===== src/core/bxf_pkg.sv =====
// Constants, state enumeration and register map of the bisync / X.21 channel framer.
// Assumes a single 20 MHz core clock and an AXI4-Lite master for software access.
//
// Overview of operation
// - Cyclic check is CRC-16, polynomial x16+x15+x2+1, preset to all zeros.
// - Option register 2 bit 7 set selects longitudinal check, clear selects CRC-16.
// - Longitudinal check is even parity per bit position over included characters.
// - With character parity on, the parity bit position is left out of the check.
// - Transparent receive excludes escaping DLE; escaped SYN excludes both characters.
// - Transparent receive strips escaping DLE from delivered data, check still verified.
// - After previous DLE-ITB the check starts right after the opening SYN pair.
// - Otherwise opening SYNs and leading SOH, STX or DLE-STX are excluded.
// - Embedded SYNs in a non-transparent frame are skipped by the check.
// - Non-transparent frame check ends including ETX, ETB or ITB; two check bytes follow.
// - Sync hunt uses two substates to find SYN-SYN, then enters header wait.
// - Receive states 2 to 9: header, first escape, later escape, text, chk1, chk2, pad, transparent.
// - After second check byte go to header wait if intermediate flag set, else hunt.
// - STX in header wait initializes check, enters text, accumulated only if flag set.
// - ITB from text or later escape sets flag; ETX or ETB clears it; accumulated.
// - Extra termination transitions apply only when termination register is not hex 10.
// - Flag cleared on return to hunt; pad wait holds until PAD arrives.
// - Transparent state accumulates and moves to later escape on DLE.
// - Transmit byte 80 hex starts four-byte command: C lead, raw character, repeat count.
// - Repeat count zero repeats until new data, always at least three times.
// - Steady state valid after two character times with stable clear-to-send; changes only.
// - SYN strip and special detect act only while steady-state detection is enabled.
// - With strip on, two valid SYNs raise special event and later SYNs drop.
// - Special character seen twice after sync raises event; repeats stripped until change.
// - Partial characters and data before sync are delivered as normal data.
// - After reset receiver starts in sync hunt, discarding data until SYN pair.
// - Extra termination character ends frame at once without check; reset loads hex 10.
package bxf_pkg;
   localparam logic [7:0] SYN_C = 8'h32;
   localparam logic [7:0] DLE_C = 8'h10;
   localparam logic [7:0] ENQ_C = 8'h2d;
   localparam logic [7:0] STX_C = 8'h02;
   localparam logic [7:0] SOH_C = 8'h01;
   localparam logic [7:0] EOT_C = 8'h37;
   localparam logic [7:0] ETX_C = 8'h03;
   localparam logic [7:0] ETB_C = 8'h26;
   localparam logic [7:0] ITB_C = 8'h1f;
   localparam logic [7:0] PAD_C = 8'hff;
   localparam logic [7:0] ETC_START = 8'h80;
   localparam logic [15:0] CRC_POLY = 16'h8005;
   localparam logic [15:0] CRC_INIT = 16'h0000;
   localparam int unsigned ETC_MIN_REP = 3;
   localparam int unsigned SS_CHARS = 2;
   // Register byte offsets
   localparam logic [7:0] OPT2_OFS = 8'h00;
   localparam logic [7:0] OPT3_OFS = 8'h04;
   localparam logic [7:0] TERM_OFS = 8'h08;
   localparam logic [7:0] SCHR_OFS = 8'h0c;
   localparam logic [7:0] STAT_OFS = 8'h10;
   localparam logic [7:0] TXD_OFS  = 8'h14;
   localparam logic [7:0] RXD_OFS  = 8'h18;
   localparam logic [7:0] CHK_OFS  = 8'h1c;
   // Option register 2 fields
   localparam int unsigned OPT2_LRC = 7;
   localparam int unsigned OPT2_ETC = 5;
   localparam int unsigned OPT2_PAR = 0;
   // Option register 3 fields
   localparam int unsigned OPT3_SGL  = 7;
   localparam int unsigned OPT3_STEADY_STATE_DETECT_ENABLE = 6;
   localparam int unsigned OPT3_STRP = 5;
   localparam int unsigned OPT3_SPECIAL_CHAR_DETECT_ENABLE = 4;
   localparam int unsigned OPT3_X21  = 0;
   localparam logic [7:0] OPT2_RST = 8'h00;
   localparam logic [7:0] OPT3_RST = 8'h00;
   localparam logic [7:0] TERM_RST = 8'h10;
   localparam logic [23:0] SCHR_RST = 24'h000000;
   typedef enum logic [3:0] {
      BXF_HUNT1, BXF_HUNT2,
      BXF_HDR, BXF_ESCF, BXF_ESCL, BXF_TXT, BXF_BCC1, BXF_BCC2, BXF_PADW, BXF_XP
   } bxf_rx_st_t;
endpackage


===== src/core/bxf_bcc.sv =====
// Block check accumulator: CRC-16 or longitudinal parity over one character per step.
// Assumes the caller presents init and step strobes on the core clock.
`timescale 1ns/100ps
module bxf_bcc (
   input  wire logic        i_core_clk,
   input  wire logic        i_sys_rst,
   input  wire logic        i_init,
   input  wire logic        i_step,
   input  wire logic        i_lrc,
   input  wire logic        i_par,
   input  wire logic [7:0]  i_char,
   output logic      [15:0] o_bcc
);
   logic [15:0] bcc_q;
   logic [15:0] base;
   logic [15:0] crc;
   logic [7:0]  ch;
   always_comb begin
      base = i_init ? bxf_pkg::CRC_INIT : bcc_q;
      ch = i_par ? {1'b0, i_char[6:0]} : i_char;
      crc = base;
      for (int k = 0; k < 8; k++) begin
         if (crc[15] ^ ch[k]) begin
            crc = {crc[14:0], 1'b0} ^ bxf_pkg::CRC_POLY;
         end else begin
            crc = {crc[14:0], 1'b0};
         end
      end
   end
   always_ff @(posedge i_core_clk or posedge i_sys_rst) begin
      if (i_sys_rst) begin
         bcc_q <= bxf_pkg::CRC_INIT;
      end else if (i_step) begin
         bcc_q <= i_lrc ? {8'h00, base[7:0] ^ ch} : crc;
      end else if (i_init) begin
         bcc_q <= bxf_pkg::CRC_INIT;
      end
   end
   assign o_bcc = bcc_q;
endmodule


===== src/core/bxf_framer.sv =====
// Bisync / X.21 channel framer: receive state machine, block check, X.21 steady
// state validation and embedded transmit command, with an AXI4-Lite register port.
// Assumes serial bit timing is done elsewhere: characters arrive as strobes.
`timescale 1ns/100ps
module bxf_framer (
   input  wire logic        i_core_clk,
   input  wire logic        i_sys_rst,
   input  wire logic [7:0]  i_awaddr,
   input  wire logic        i_awvalid,
   output logic             o_awready,
   input  wire logic [31:0] i_wdata,
   input  wire logic [3:0]  i_wstrb,
   input  wire logic        i_wvalid,
   output logic             o_wready,
   output logic [1:0]       o_bresp,
   output logic             o_bvalid,
   input  wire logic        i_bready,
   input  wire logic [7:0]  i_araddr,
   input  wire logic        i_arvalid,
   output logic             o_arready,
   output logic [31:0]      o_rdata,
   output logic [1:0]       o_rresp,
   output logic             o_rvalid,
   input  wire logic        i_rready,
   input  wire logic        i_rx_stb,
   input  wire logic [7:0]  i_rx_char,
   input  wire logic        i_cts_n,
   input  wire logic        i_tx_req,
   output logic [7:0]       o_tx_char,
   output logic             o_tx_raw,
   output logic             o_c_lead,
   output logic             o_rx_valid,
   output logic [7:0]       o_rx_data
);
   logic [7:0]  opt2_q, opt3_q, term_q, txd_q;
   logic [23:0] schr_q;
   logic        txd_full_q;
   logic [7:0]  rxd_q;
   logic [7:0]  stat_q;
   logic        aw_q, w_q, bvalid_q, rvalid_q;
   logic [7:0]  awaddr_q;
   logic [31:0] wdata_q, rdata_q;
   logic [1:0]  bresp_q, rresp_q;
   logic [1:0]  cts_s_q;
   logic [1:0]  stb_s_q;
   logic [15:0] chr_s_q;
   logic [15:0] bcc;
   logic        stb_d1_q;
   logic        rx_ev;
   logic        wr_go, rd_go;
   function automatic logic ok_addr(input logic [7:0] a);
      ok_addr = (a[1:0] == 2'b00) && (a <= bxf_pkg::CHK_OFS);
   endfunction

   // AXI4-Lite slave: address and data captured in either order
   assign wr_go = aw_q && w_q && !bvalid_q;
   always_ff @(posedge i_core_clk or posedge i_sys_rst) begin
      if (i_sys_rst) begin
         aw_q <= 1'b0;
         w_q <= 1'b0;
         o_awready <= 1'b1;
         o_wready <= 1'b1;
         awaddr_q <= 8'h00;
         wdata_q <= 32'h00000000;
         bvalid_q <= 1'b0;
         bresp_q <= 2'b00;
      end else begin
         if (i_awvalid && !aw_q) begin
            aw_q <= 1'b1;
            o_awready <= 1'b0;
            awaddr_q <= i_awaddr;
         end
         if (i_wvalid && !w_q) begin
            w_q <= 1'b1;
            o_wready <= 1'b0;
            wdata_q <= i_wstrb[0] ? i_wdata : 32'h00000000;
         end
         if (wr_go) begin
            aw_q <= 1'b0;
            w_q <= 1'b0;
            o_awready <= 1'b1;
            o_wready <= 1'b1;
            bvalid_q <= 1'b1;
            bresp_q <= ok_addr(awaddr_q) ? 2'b00 : 2'b10;
         end else if (bvalid_q && i_bready) begin
            bvalid_q <= 1'b0;
         end
      end
   end
   assign o_bvalid = bvalid_q;
   assign o_bresp = bresp_q;

   assign rd_go = i_arvalid && !rvalid_q;
   always_ff @(posedge i_core_clk or posedge i_sys_rst) begin
      if (i_sys_rst) begin
         rvalid_q <= 1'b0;
         o_arready <= 1'b1;
         rdata_q <= 32'h00000000;
         rresp_q <= 2'b00;
      end else if (rd_go) begin
         rvalid_q <= 1'b1;
         o_arready <= 1'b0;
         rresp_q <= ok_addr(i_araddr) ? 2'b00 : 2'b10;
         case (i_araddr)
            bxf_pkg::OPT2_OFS: rdata_q <= {24'h000000, opt2_q};
            bxf_pkg::OPT3_OFS: rdata_q <= {24'h000000, opt3_q};
            bxf_pkg::TERM_OFS: rdata_q <= {24'h000000, term_q};
            bxf_pkg::SCHR_OFS: rdata_q <= {8'h00, schr_q};
            bxf_pkg::STAT_OFS: rdata_q <= {24'h000000, stat_q};
            bxf_pkg::TXD_OFS:  rdata_q <= {23'h000000, txd_full_q, txd_q};
            bxf_pkg::RXD_OFS:  rdata_q <= {24'h000000, rxd_q};
            bxf_pkg::CHK_OFS:  rdata_q <= {16'h0000, bcc};
            default:           rdata_q <= 32'h00000000;
         endcase
      end else if (rvalid_q && i_rready) begin
         rvalid_q <= 1'b0;
         o_arready <= 1'b1;
      end
   end
   assign o_rvalid = rvalid_q;
   assign o_rdata = rdata_q;
   assign o_rresp = rresp_q;

   logic tx_take;
   always_ff @(posedge i_core_clk or posedge i_sys_rst) begin
      if (i_sys_rst) begin
         opt2_q <= bxf_pkg::OPT2_RST;
         opt3_q <= bxf_pkg::OPT3_RST;
         term_q <= bxf_pkg::TERM_RST;
         schr_q <= bxf_pkg::SCHR_RST;
         txd_q <= 8'h00;
         txd_full_q <= 1'b0;
      end else begin
         if (tx_take) begin
            txd_full_q <= 1'b0;
         end
         if (wr_go && awaddr_q == bxf_pkg::OPT2_OFS) opt2_q <= wdata_q[7:0];
         if (wr_go && awaddr_q == bxf_pkg::OPT3_OFS) opt3_q <= wdata_q[7:0];
         if (wr_go && awaddr_q == bxf_pkg::TERM_OFS) term_q <= wdata_q[7:0];
         if (wr_go && awaddr_q == bxf_pkg::SCHR_OFS) schr_q <= wdata_q[23:0];
         if (wr_go && awaddr_q == bxf_pkg::TXD_OFS && !txd_full_q) begin
            txd_q <= wdata_q[7:0];
            txd_full_q <= 1'b1;
         end
      end
   end

   // Pin-level CTS, strobe and character pass two flops before use; transmit request is used directly
   always_ff @(posedge i_core_clk or posedge i_sys_rst) begin
      if (i_sys_rst) begin
         cts_s_q <= 2'b00;
         stb_s_q <= 2'b00;
         chr_s_q <= 16'h0000;
         stb_d1_q <= 1'b0;
      end else begin
         cts_s_q <= {cts_s_q[0], i_cts_n};
         stb_s_q <= {stb_s_q[0], i_rx_stb};
         stb_d1_q <= stb_s_q[1];
         // Character takes the same two flops; it is held around its strobe
         chr_s_q <= {chr_s_q[7:0], i_rx_char};
      end
   end
   assign rx_ev = stb_s_q[1] && !stb_d1_q;

   // Bisync receive
   bxf_pkg::bxf_rx_st_t st_q, st_d;
   logic       itb_q, itb_d;
   logic       init, step, deliver, x21, term_act;
   logic       fin_q, crc_err_q, abort_q;
   logic [7:0] c, bcc1_q;
   logic       fin_d, err_d, abt_d;
   assign c = chr_s_q[15:8];
   assign x21 = opt3_q[bxf_pkg::OPT3_X21];
   assign term_act = term_q != bxf_pkg::DLE_C;

   always_comb begin
      st_d = st_q;
      itb_d = itb_q;
      init = 1'b0;
      step = 1'b0;
      deliver = 1'b0;
      fin_d = 1'b0;
      err_d = 1'b0;
      abt_d = 1'b0;
      case (st_q)
         bxf_pkg::BXF_HUNT1: if (c == bxf_pkg::SYN_C) st_d = bxf_pkg::BXF_HUNT2;
         bxf_pkg::BXF_HUNT2: st_d = (c == bxf_pkg::SYN_C) ? bxf_pkg::BXF_HDR : bxf_pkg::BXF_HUNT1;
         bxf_pkg::BXF_HDR: begin
            deliver = c != bxf_pkg::SYN_C;
            if (c == bxf_pkg::SYN_C) st_d = bxf_pkg::BXF_HDR;
            else if (c == bxf_pkg::DLE_C) begin
               init = 1'b1;
               st_d = itb_q ? bxf_pkg::BXF_ESCL : bxf_pkg::BXF_ESCF;
               step = itb_q;
               deliver = 1'b0;
            end else if (c == bxf_pkg::STX_C || c == bxf_pkg::SOH_C) begin
               init = 1'b1;
               step = itb_q;
               st_d = bxf_pkg::BXF_TXT;
            end else if ((c == bxf_pkg::ENQ_C || c == bxf_pkg::ETX_C ||
                          c == bxf_pkg::ETB_C) && itb_q) begin
               st_d = bxf_pkg::BXF_HUNT1;
               abt_d = c == bxf_pkg::ENQ_C;
            end else if (itb_q) begin
               init = 1'b1;
               step = 1'b1;
               st_d = bxf_pkg::BXF_TXT;
            end else st_d = bxf_pkg::BXF_PADW;
         end
         bxf_pkg::BXF_ESCF, bxf_pkg::BXF_ESCL: begin
            deliver = c != bxf_pkg::SYN_C;
            if (c == bxf_pkg::SYN_C) st_d = bxf_pkg::BXF_XP;
            else if (c == bxf_pkg::STX_C || c == bxf_pkg::SOH_C) begin
               init = st_q == bxf_pkg::BXF_ESCF;
               step = st_q == bxf_pkg::BXF_ESCL;
               st_d = bxf_pkg::BXF_XP;
            end else if (c == bxf_pkg::ITB_C || ((c == bxf_pkg::ETX_C ||
                         c == bxf_pkg::ETB_C) && st_q == bxf_pkg::BXF_ESCL)) begin
               step = 1'b1;
               itb_d = c == bxf_pkg::ITB_C;
               st_d = (st_q == bxf_pkg::BXF_ESCL) ? bxf_pkg::BXF_BCC1 : bxf_pkg::BXF_PADW;
            end else if (st_q == bxf_pkg::BXF_ESCL) begin
               step = 1'b1;
               st_d = bxf_pkg::BXF_XP;
            end else if (c == bxf_pkg::ENQ_C || c == bxf_pkg::EOT_C) begin
               st_d = bxf_pkg::BXF_HUNT1;
               abt_d = 1'b1;
            end else st_d = bxf_pkg::BXF_PADW;
         end
         bxf_pkg::BXF_TXT: begin
            deliver = c != bxf_pkg::SYN_C;
            if (c == bxf_pkg::SYN_C) st_d = bxf_pkg::BXF_TXT;
            else if (c == bxf_pkg::DLE_C) begin
               step = 1'b1;
               st_d = bxf_pkg::BXF_ESCL;
            end else if (c == bxf_pkg::ITB_C || c == bxf_pkg::ETX_C || c == bxf_pkg::ETB_C) begin
               step = 1'b1;
               itb_d = c == bxf_pkg::ITB_C;
               st_d = bxf_pkg::BXF_BCC1;
            end else if (c == bxf_pkg::ENQ_C || c == bxf_pkg::EOT_C) begin
               st_d = bxf_pkg::BXF_HUNT1;
               abt_d = c == bxf_pkg::ENQ_C;
            end else if (term_act && c == term_q) begin
               st_d = bxf_pkg::BXF_HUNT1;
               fin_d = 1'b1;
            end else step = 1'b1;
         end
         bxf_pkg::BXF_XP: begin
            deliver = c != bxf_pkg::DLE_C;
            if (c == bxf_pkg::DLE_C) st_d = bxf_pkg::BXF_ESCL;
            else if (term_act && c == term_q) begin
               st_d = bxf_pkg::BXF_HUNT1;
               fin_d = 1'b1;
            end else step = 1'b1;
         end
         bxf_pkg::BXF_BCC1: st_d = bxf_pkg::BXF_BCC2;
         bxf_pkg::BXF_BCC2: begin
            st_d = itb_q ? bxf_pkg::BXF_HDR : bxf_pkg::BXF_HUNT1;
            fin_d = 1'b1;
            err_d = opt2_q[bxf_pkg::OPT2_LRC] ? (bcc1_q != bcc[7:0]) :
                    ({bcc1_q, c} != bcc);
         end
         bxf_pkg::BXF_PADW: if (c == bxf_pkg::PAD_C) st_d = bxf_pkg::BXF_HUNT1;
         default: st_d = bxf_pkg::BXF_HUNT1;
      endcase
      if (st_d == bxf_pkg::BXF_HUNT1) itb_d = 1'b0;
   end

   bxf_bcc u_bcc (
      .i_core_clk (i_core_clk),
      .i_sys_rst  (i_sys_rst),
      .i_init     (rx_ev && !x21 && init),
      .i_step     (rx_ev && !x21 && step),
      .i_lrc      (opt2_q[bxf_pkg::OPT2_LRC]),
      .i_par      (opt2_q[bxf_pkg::OPT2_PAR]),
      .i_char     (c),
      .o_bcc      (bcc)
   );

   always_ff @(posedge i_core_clk or posedge i_sys_rst) begin
      if (i_sys_rst) begin
         st_q <= bxf_pkg::BXF_HUNT1;
         itb_q <= 1'b0;
         bcc1_q <= 8'h00;
      end else if (rx_ev && !x21) begin
         st_q <= st_d;
         itb_q <= itb_d;
         if (st_q == bxf_pkg::BXF_BCC1) bcc1_q <= c;
      end
   end

   // X.21 steady state: same character twice with unchanged CTS
   logic [7:0] last_q;
   logic       last_cts_q, sync_q, same;
   logic [1:0] cnt_q;
   logic       ss_ev, is_ss, is_sp, is_syn, strip, steady_state_detect_enable;
   assign steady_state_detect_enable = opt3_q[bxf_pkg::OPT3_STEADY_STATE_DETECT_ENABLE];
   assign same = c == last_q && cts_s_q[1] == last_cts_q;
   assign is_syn = c == bxf_pkg::SYN_C;
   assign is_sp = sync_q && (c == schr_q[7:0] || c == schr_q[15:8] || c == schr_q[23:16]);
   assign is_ss = steady_state_detect_enable && (c == 8'hff || c == 8'h00 || c == 8'h55 || c == 8'haa ||
                  (is_syn && opt3_q[bxf_pkg::OPT3_STRP]) ||
                  (is_sp && opt3_q[bxf_pkg::OPT3_SPECIAL_CHAR_DETECT_ENABLE]));
   // Fires once per run of equal characters, so all-zero steady state reports too
   assign ss_ev = is_ss && same && cnt_q == 2'(bxf_pkg::SS_CHARS - 2);
   assign strip = is_ss && same && cnt_q >= 2'(bxf_pkg::SS_CHARS - 1) &&
                  (is_syn || is_sp);
   always_ff @(posedge i_core_clk or posedge i_sys_rst) begin
      if (i_sys_rst) begin
         last_q <= 8'h00;
         last_cts_q <= 1'b1;
         cnt_q <= 2'b00;
         sync_q <= 1'b0;
      end else if (rx_ev && x21) begin
         last_q <= c;
         last_cts_q <= cts_s_q[1];
         cnt_q <= same ? ((cnt_q == 2'b11) ? cnt_q : cnt_q + 2'b01) : 2'b00;
         if (is_syn && same) sync_q <= 1'b1;
      end
   end

   // Delivered data and status; set wins over software read-clear
   logic rd_stat;
   assign rd_stat = rd_go && i_araddr == bxf_pkg::STAT_OFS;
   always_ff @(posedge i_core_clk or posedge i_sys_rst) begin
      if (i_sys_rst) begin
         o_rx_valid <= 1'b0;
         o_rx_data <= 8'h00;
         rxd_q <= 8'h00;
         stat_q <= 8'h00;
      end else begin
         o_rx_valid <= rx_ev && (x21 ? !strip : deliver);
         if (rx_ev) o_rx_data <= c;
         if (rx_ev && (x21 ? !strip : deliver)) rxd_q <= c;
         stat_q <= (rd_stat ? 8'h00 : stat_q) |
                   {4'h0, rx_ev && x21 && ss_ev, rx_ev && !x21 && abt_d,
                    rx_ev && !x21 && err_d, rx_ev && !x21 && fin_d};
      end
   end

   // Embedded transmit command
   logic [1:0] etc_ph_q;
   logic [7:0] rep_chr_q, rep_cnt_q;
   logic       rep_on_q, inf_q;
   logic [1:0] min_q;
   assign tx_take = i_tx_req && txd_full_q && !(rep_on_q &&
                    (!inf_q || min_q != 2'(bxf_pkg::ETC_MIN_REP)));
   always_ff @(posedge i_core_clk or posedge i_sys_rst) begin
      if (i_sys_rst) begin
         etc_ph_q <= 2'b00;
         rep_chr_q <= 8'h00;
         rep_cnt_q <= 8'h00;
         rep_on_q <= 1'b0;
         inf_q <= 1'b0;
         min_q <= 2'b00;
         o_c_lead <= 1'b0;
         o_tx_char <= bxf_pkg::SYN_C;
         o_tx_raw <= 1'b0;
      end else if (i_tx_req) begin
         if (tx_take) begin
            rep_on_q <= 1'b0;
            o_tx_raw <= 1'b0;
            if (etc_ph_q == 2'b00 && opt2_q[bxf_pkg::OPT2_ETC] &&
                txd_q == bxf_pkg::ETC_START) etc_ph_q <= 2'b01;
            else if (etc_ph_q == 2'b01) begin
               if (txd_q == 8'h00) o_c_lead <= 1'b0;
               if (txd_q == 8'h01) o_c_lead <= 1'b1;
               etc_ph_q <= 2'b10;
            end else if (etc_ph_q == 2'b10) begin
               rep_chr_q <= txd_q;
               etc_ph_q <= 2'b11;
            end else if (etc_ph_q == 2'b11) begin
               rep_cnt_q <= txd_q;
               inf_q <= txd_q == 8'h00;
               min_q <= 2'b00;
               rep_on_q <= 1'b1;
               etc_ph_q <= 2'b00;
            end else o_tx_char <= txd_q;
            if (etc_ph_q != 2'b00 || (opt2_q[bxf_pkg::OPT2_ETC] &&
                txd_q == bxf_pkg::ETC_START)) o_tx_char <= bxf_pkg::SYN_C;
         end else if (rep_on_q) begin
            o_tx_char <= rep_chr_q;
            o_tx_raw <= 1'b1;
            if (min_q != 2'(bxf_pkg::ETC_MIN_REP)) min_q <= min_q + 2'b01;
            if (!inf_q) begin
               rep_cnt_q <= rep_cnt_q - 8'h01;
               if (rep_cnt_q == 8'h01) rep_on_q <= 1'b0;
            end
         end else begin
            o_tx_char <= bxf_pkg::SYN_C;
            o_tx_raw <= 1'b0;
         end
      end
   end
endmodule


===== config.mk =====
export PLATFORM = sky130hd
export DESIGN_NAME = bxf_framer
export DESIGN_NICKNAME = d
export VERILOG_FILES = /design/src/core/bxf_pkg.sv /design/src/core/bxf_bcc.sv /design/src/core/bxf_framer.sv
export SDC_FILE = /design/constraint.sdc
export NUM_CORES = 1
export LEC_CHECK = 0
export ABC_AREA = 1
export CAP_MARGIN = 20
export CORE_MARGIN = 3
export CORE_UTILIZATION = 45
export DETAILED_ROUTE_END_ITERATION = 16
export DONT_BUFFER_PORTS = 1
export RECOVER_POWER = 100
export SYNTH_ARGS = -nofsm -noshare
export SYNTH_HDL_FRONTEND = slang
export SYNTH_SLANG_ARGS = --single-unit

===== constraint.sdc =====
create_clock -name i_core_clk -period 12.87 [get_ports i_core_clk]
set_clock_uncertainty 0.05 [all_clocks]
set_input_delay 2.574 -clock i_core_clk [delete_from_list [all_inputs] [get_ports i_core_clk]]
set_output_delay 2.574 -clock i_core_clk [all_outputs]
set_load 0.05 [all_outputs]

==> flow_metrics.env <==
export IMPL_gp_congestion=0.924
export IMPL_setup_violations=0
export IMPL_combPwrFrac_pct=21.2
export IMPL_ys_ff_latch=237
export IMPL_dr_pass1_iters=5
export IMPL_synth_top_area_share_pct=47.9
export IMPL_yosys_top_cells_area="dfrtp_1, nand2_1, o21ai_0, inv_1, nand3_1"
export IMPL_p_int_uw=1730
export IMPL_netSwitchingFraction_pct=34.2
export IMPL_critPathKind="in2async"
export IMPL_track_usage_pct=22.9
export IMPL_htree_levels=1
export IMPL_crit_cells=2
export IMPL_min_delay_path_depth=0
export IMPL_slowest_delay_ns=2.88
export IMPL_ir_drop_v=0.000119
export IMPL_cts_root_buffer="clkbuf_16"
export IMPL_cts_setup_buffers=0
export IMPL_p_leak_uw=0.00593
export IMPL_overflow=0
export IMPL_route_vias_total=9810
export IMPL_worst_path_buf_inv=2
export IMPL_yosysSeqAreaShare_pct=49.7
export IMPL_worst_pin_slew_ns=5.32
export IMPL_startpoint_type="input pin"
export IMPL_clock_sinks=237
export IMPL_p_seq_share_pct=43.6
export IMPL_worst_endpoint_arrival_ns=6.63
export IMPL_antenna_found_initial=0
export IMPL_initialDrtViolationCount=902
export IMPL_use_met1_pct=33.1
export IMPL_synth_common_cells="nand2_1, dfrtp_1, o21ai_0"
export IMPL_violations="capacitance limit, slew limit"
export IMPL_dpl_hpwl_um=23100
export IMPL_hold_violations=0
export IMPL_setup_slack_ns=6.76
export IMPL_min_period_ns=6.11
export IMPL_dieArea_sq_mm=0.0286
export IMPL_power_density_mw_per_mm2=200
export IMPL_fin_util_pct=50.5
export IMPL_yosysUniqueCellTypes=53
export IMPL_cp_slowest_cell="clkinvlp_2"
export IMPL_drc_errors=0
export IMPL_clk_pin_slew_ns=0.06
export IMPL_die_x_um=169
export IMPL_wl_per_cell_um=18.5
export IMPL_synth_edf_count=0
export IMPL_grt_max_degree=122
export IMPL_area_delta_synth_final_pct=9.96
export IMPL_drive_gt1_share_pct=6.86
export IMPL_ios=130
export IMPL_cts_buffers_inserted=27
export IMPL_synthAdderAreaFrac_pct=0.942
export IMPL_via_per_inst=5.51
export IMPL_grtUsageMet2_pct=35.3
export IMPL_async_flop_share_pct=100
export IMPL_io_buffer_count=0
export IMPL_yosysTopAreaCell="dfrtp_1"
export IMPL_hold_class="reg2reg"
export IMPL_endpoint_kind="async pin"
export IMPL_relSlewSlack_pct=-257
export IMPL_rsz0062_at_grt="false"
export IMPL_fp_dieH_um=169
export IMPL_power_share_clock_pct=35.1
export IMPL_core_area_sq_mm=0.0261
export IMPL_synth_top_family_by_area="simple AND/OR/NAND/NOR gates"
export IMPL_status="finished with violations"
export IMPL_maxCapViolCount=4
export IMPL_synth_mux_area_share_pct=0.188
export IMPL_drt_total_wl_um=32900
export IMPL_busiest_layer="met2"
export IMPL_synth_avg_cell_area_sq_um=8.32
export IMPL_num_antenna_cells=0
export IMPL_grt_met3_usage_pct=5.04
export IMPL_synth_simple_area_share_pct=20.6
export IMPL_grt_pass1_vias=9265
export IMPL_place_inst=1729
export IMPL_clockBufferDepth=3
export IMPL_n_fill_cell=2477
export IMPL_worstSkewPairLatency_ns=0.54
export IMPL_ant_nets=0
export IMPL_synth_ff_type="dfrtp_1"
export IMPL_synth_compound_area_share_pct=16.3
export IMPL_final_nets=1502
export IMPL_crit_chain="clkinvlp_2, buf_4"
export IMPL_initial_utilization_pct=45.9
export IMPL_pre_cts_slack_ns=7.94
export IMPL_netlist_instances=1438
export IMPL_crit_required_ns=13.39
export IMPL_critical_path_top_delay_family="buffers and inverters"
export IMPL_worstRegToRegCells=21
export IMPL_critPathMaxFanout=121
export IMPL_grt_pass1_wl_um=52300
export IMPL_p_switching_uw=900
export IMPL_cts_tree="built"
export IMPL_num_rows=59
export IMPL_tns_ns=0
export IMPL_finalNonFillerCells=1779
export IMPL_ctsResizeCount=0
export IMPL_yosysWarnings=0
export IMPL_fmax_mhz=164
export IMPL_synth_xor_xnor_area_share_pct=3.58
export IMPL_report_final_slew_viol_count=262
export IMPL_synth_most_common_cell="nand2_1"
export IMPL_ctsHoldBuffers=0
export IMPL_syn_area_sq_mm=0.0120
export IMPL_fin_crit_sh_pct=47.5
-- per-layer routing --
layer	share of wire, %	vias to the layer above
li1	-	4747
met1	45	4676
met2	45	338
met3	8.1	49
met4	2.1	0
met5	0	-
-- stage by stage --
step | area, sq um | power [uW] | hold WS (ns)
floorplan | 12000 | 1560 | 0.281
global placement | 12100 | 1710 | 0.284
detailed placement | 12100 | 1720 | 0.287
CTS | 13200 | 2650 | 0.301
global route | 13100 | 2780 | 0.311
finish | 13100 | 2630 | 0.300
-- path summary, 6_finish.rpt --
path                                 start         endpoint  slack, ns
worst max-delay path             i_sys_rst        opt3_q[4]       6.76
worst min-delay path            chr_s_q[6]      chr_s_q[14]       0.30
worst max register to register  chr_s_q[9]  u_bcc.o_bcc[15]       7.91
worst min register to register  chr_s_q[6]      chr_s_q[14]       0.30
max in group i_core_clk          i_arvalid       o_rdata[2]       7.74
min in group asynchronous        i_sys_rst      wdata_q[23]       3.47
-- power by group through the flow --
stage / Combinational (uW) / Clock, uW / Sequential [uW]
2_1_floorplan: 448 / 0 / 1110
3_3_place_gp: 550 / 0 / 1160
3_5_place_dp: 561 / 0 / 1160
4_1_cts: 564 / 937 / 1150
5_1_grt: 644 / 970 / 1170
6_report: 558 / 923 / 1150
-- logic make-up (layout without fill, tap and decap cells) --
| kind of cell | Yosys count | after routing |
|---|---|---|
| buffers and inverters | 243 | 240 |
| multiplexers | 2 | 2 |
| flip-flops | 237 | 237 |
| other | 1 | 10 |
| AND/OR/NAND/NOR | 563 | 563 |
| adder cells (fa/ha/maj) | 9 | 9 |
| AO/OA/AOI/OAI | 335 | 335 |
| XOR/XNOR | 48 | 48 |
-- cell type report --
class	count	area (sq um)	share of cell area, %
clock inverter	19	354	2.69
tap	335	419	3.19
clock buffer	31	721	5.48
inverter	180	681	5.18
sequential	237	5940	45.2
timing repair buffer	10	60.1	0.457
multi-input combinational	967	4970	37.8
-- cell usage in the layout, fill, tap and decap left out, types with 6 or more instances in the layout --
cell	count
nor2_1	95
inv_1	170
a32o_1	6
bufinv_16	10
dfrtp_1	229
nor4_1	9
clkinv_2	6
conb_1	10
dfstp_1	6
xnor2_1	26
nand4_1	19
nand3_1	75
a221oi_1	12
xor2_1	21
a31oi_1	8
nand2_2	17
clkbuf_16	27
a21oi_1	36
nand2_1	309
o22ai_1	32
o31ai_1	8
ha_1	9
o211ai_1	6
nor3_1	26
buf_4	6
o21ai_0	196
-- registers in the layout (all words and copies together), names as in the netlist, 4 cells and up --
signal,cells
rep_chr_q,8
st_q,4
rep_cnt_q,8
stat_q,4
u_bcc.o_bcc,16
last_q,8
o_tx_char,8
wdata_q,24
awaddr_q,8
term_q,8
opt3_q,8
bcc1_q,8
txd_q,8
opt2_q,8
o_rx_data,8
schr_q,24
o_rdata,24
rxd_q,8
chr_s_q,16
Power figures use the tool's default switching activity.
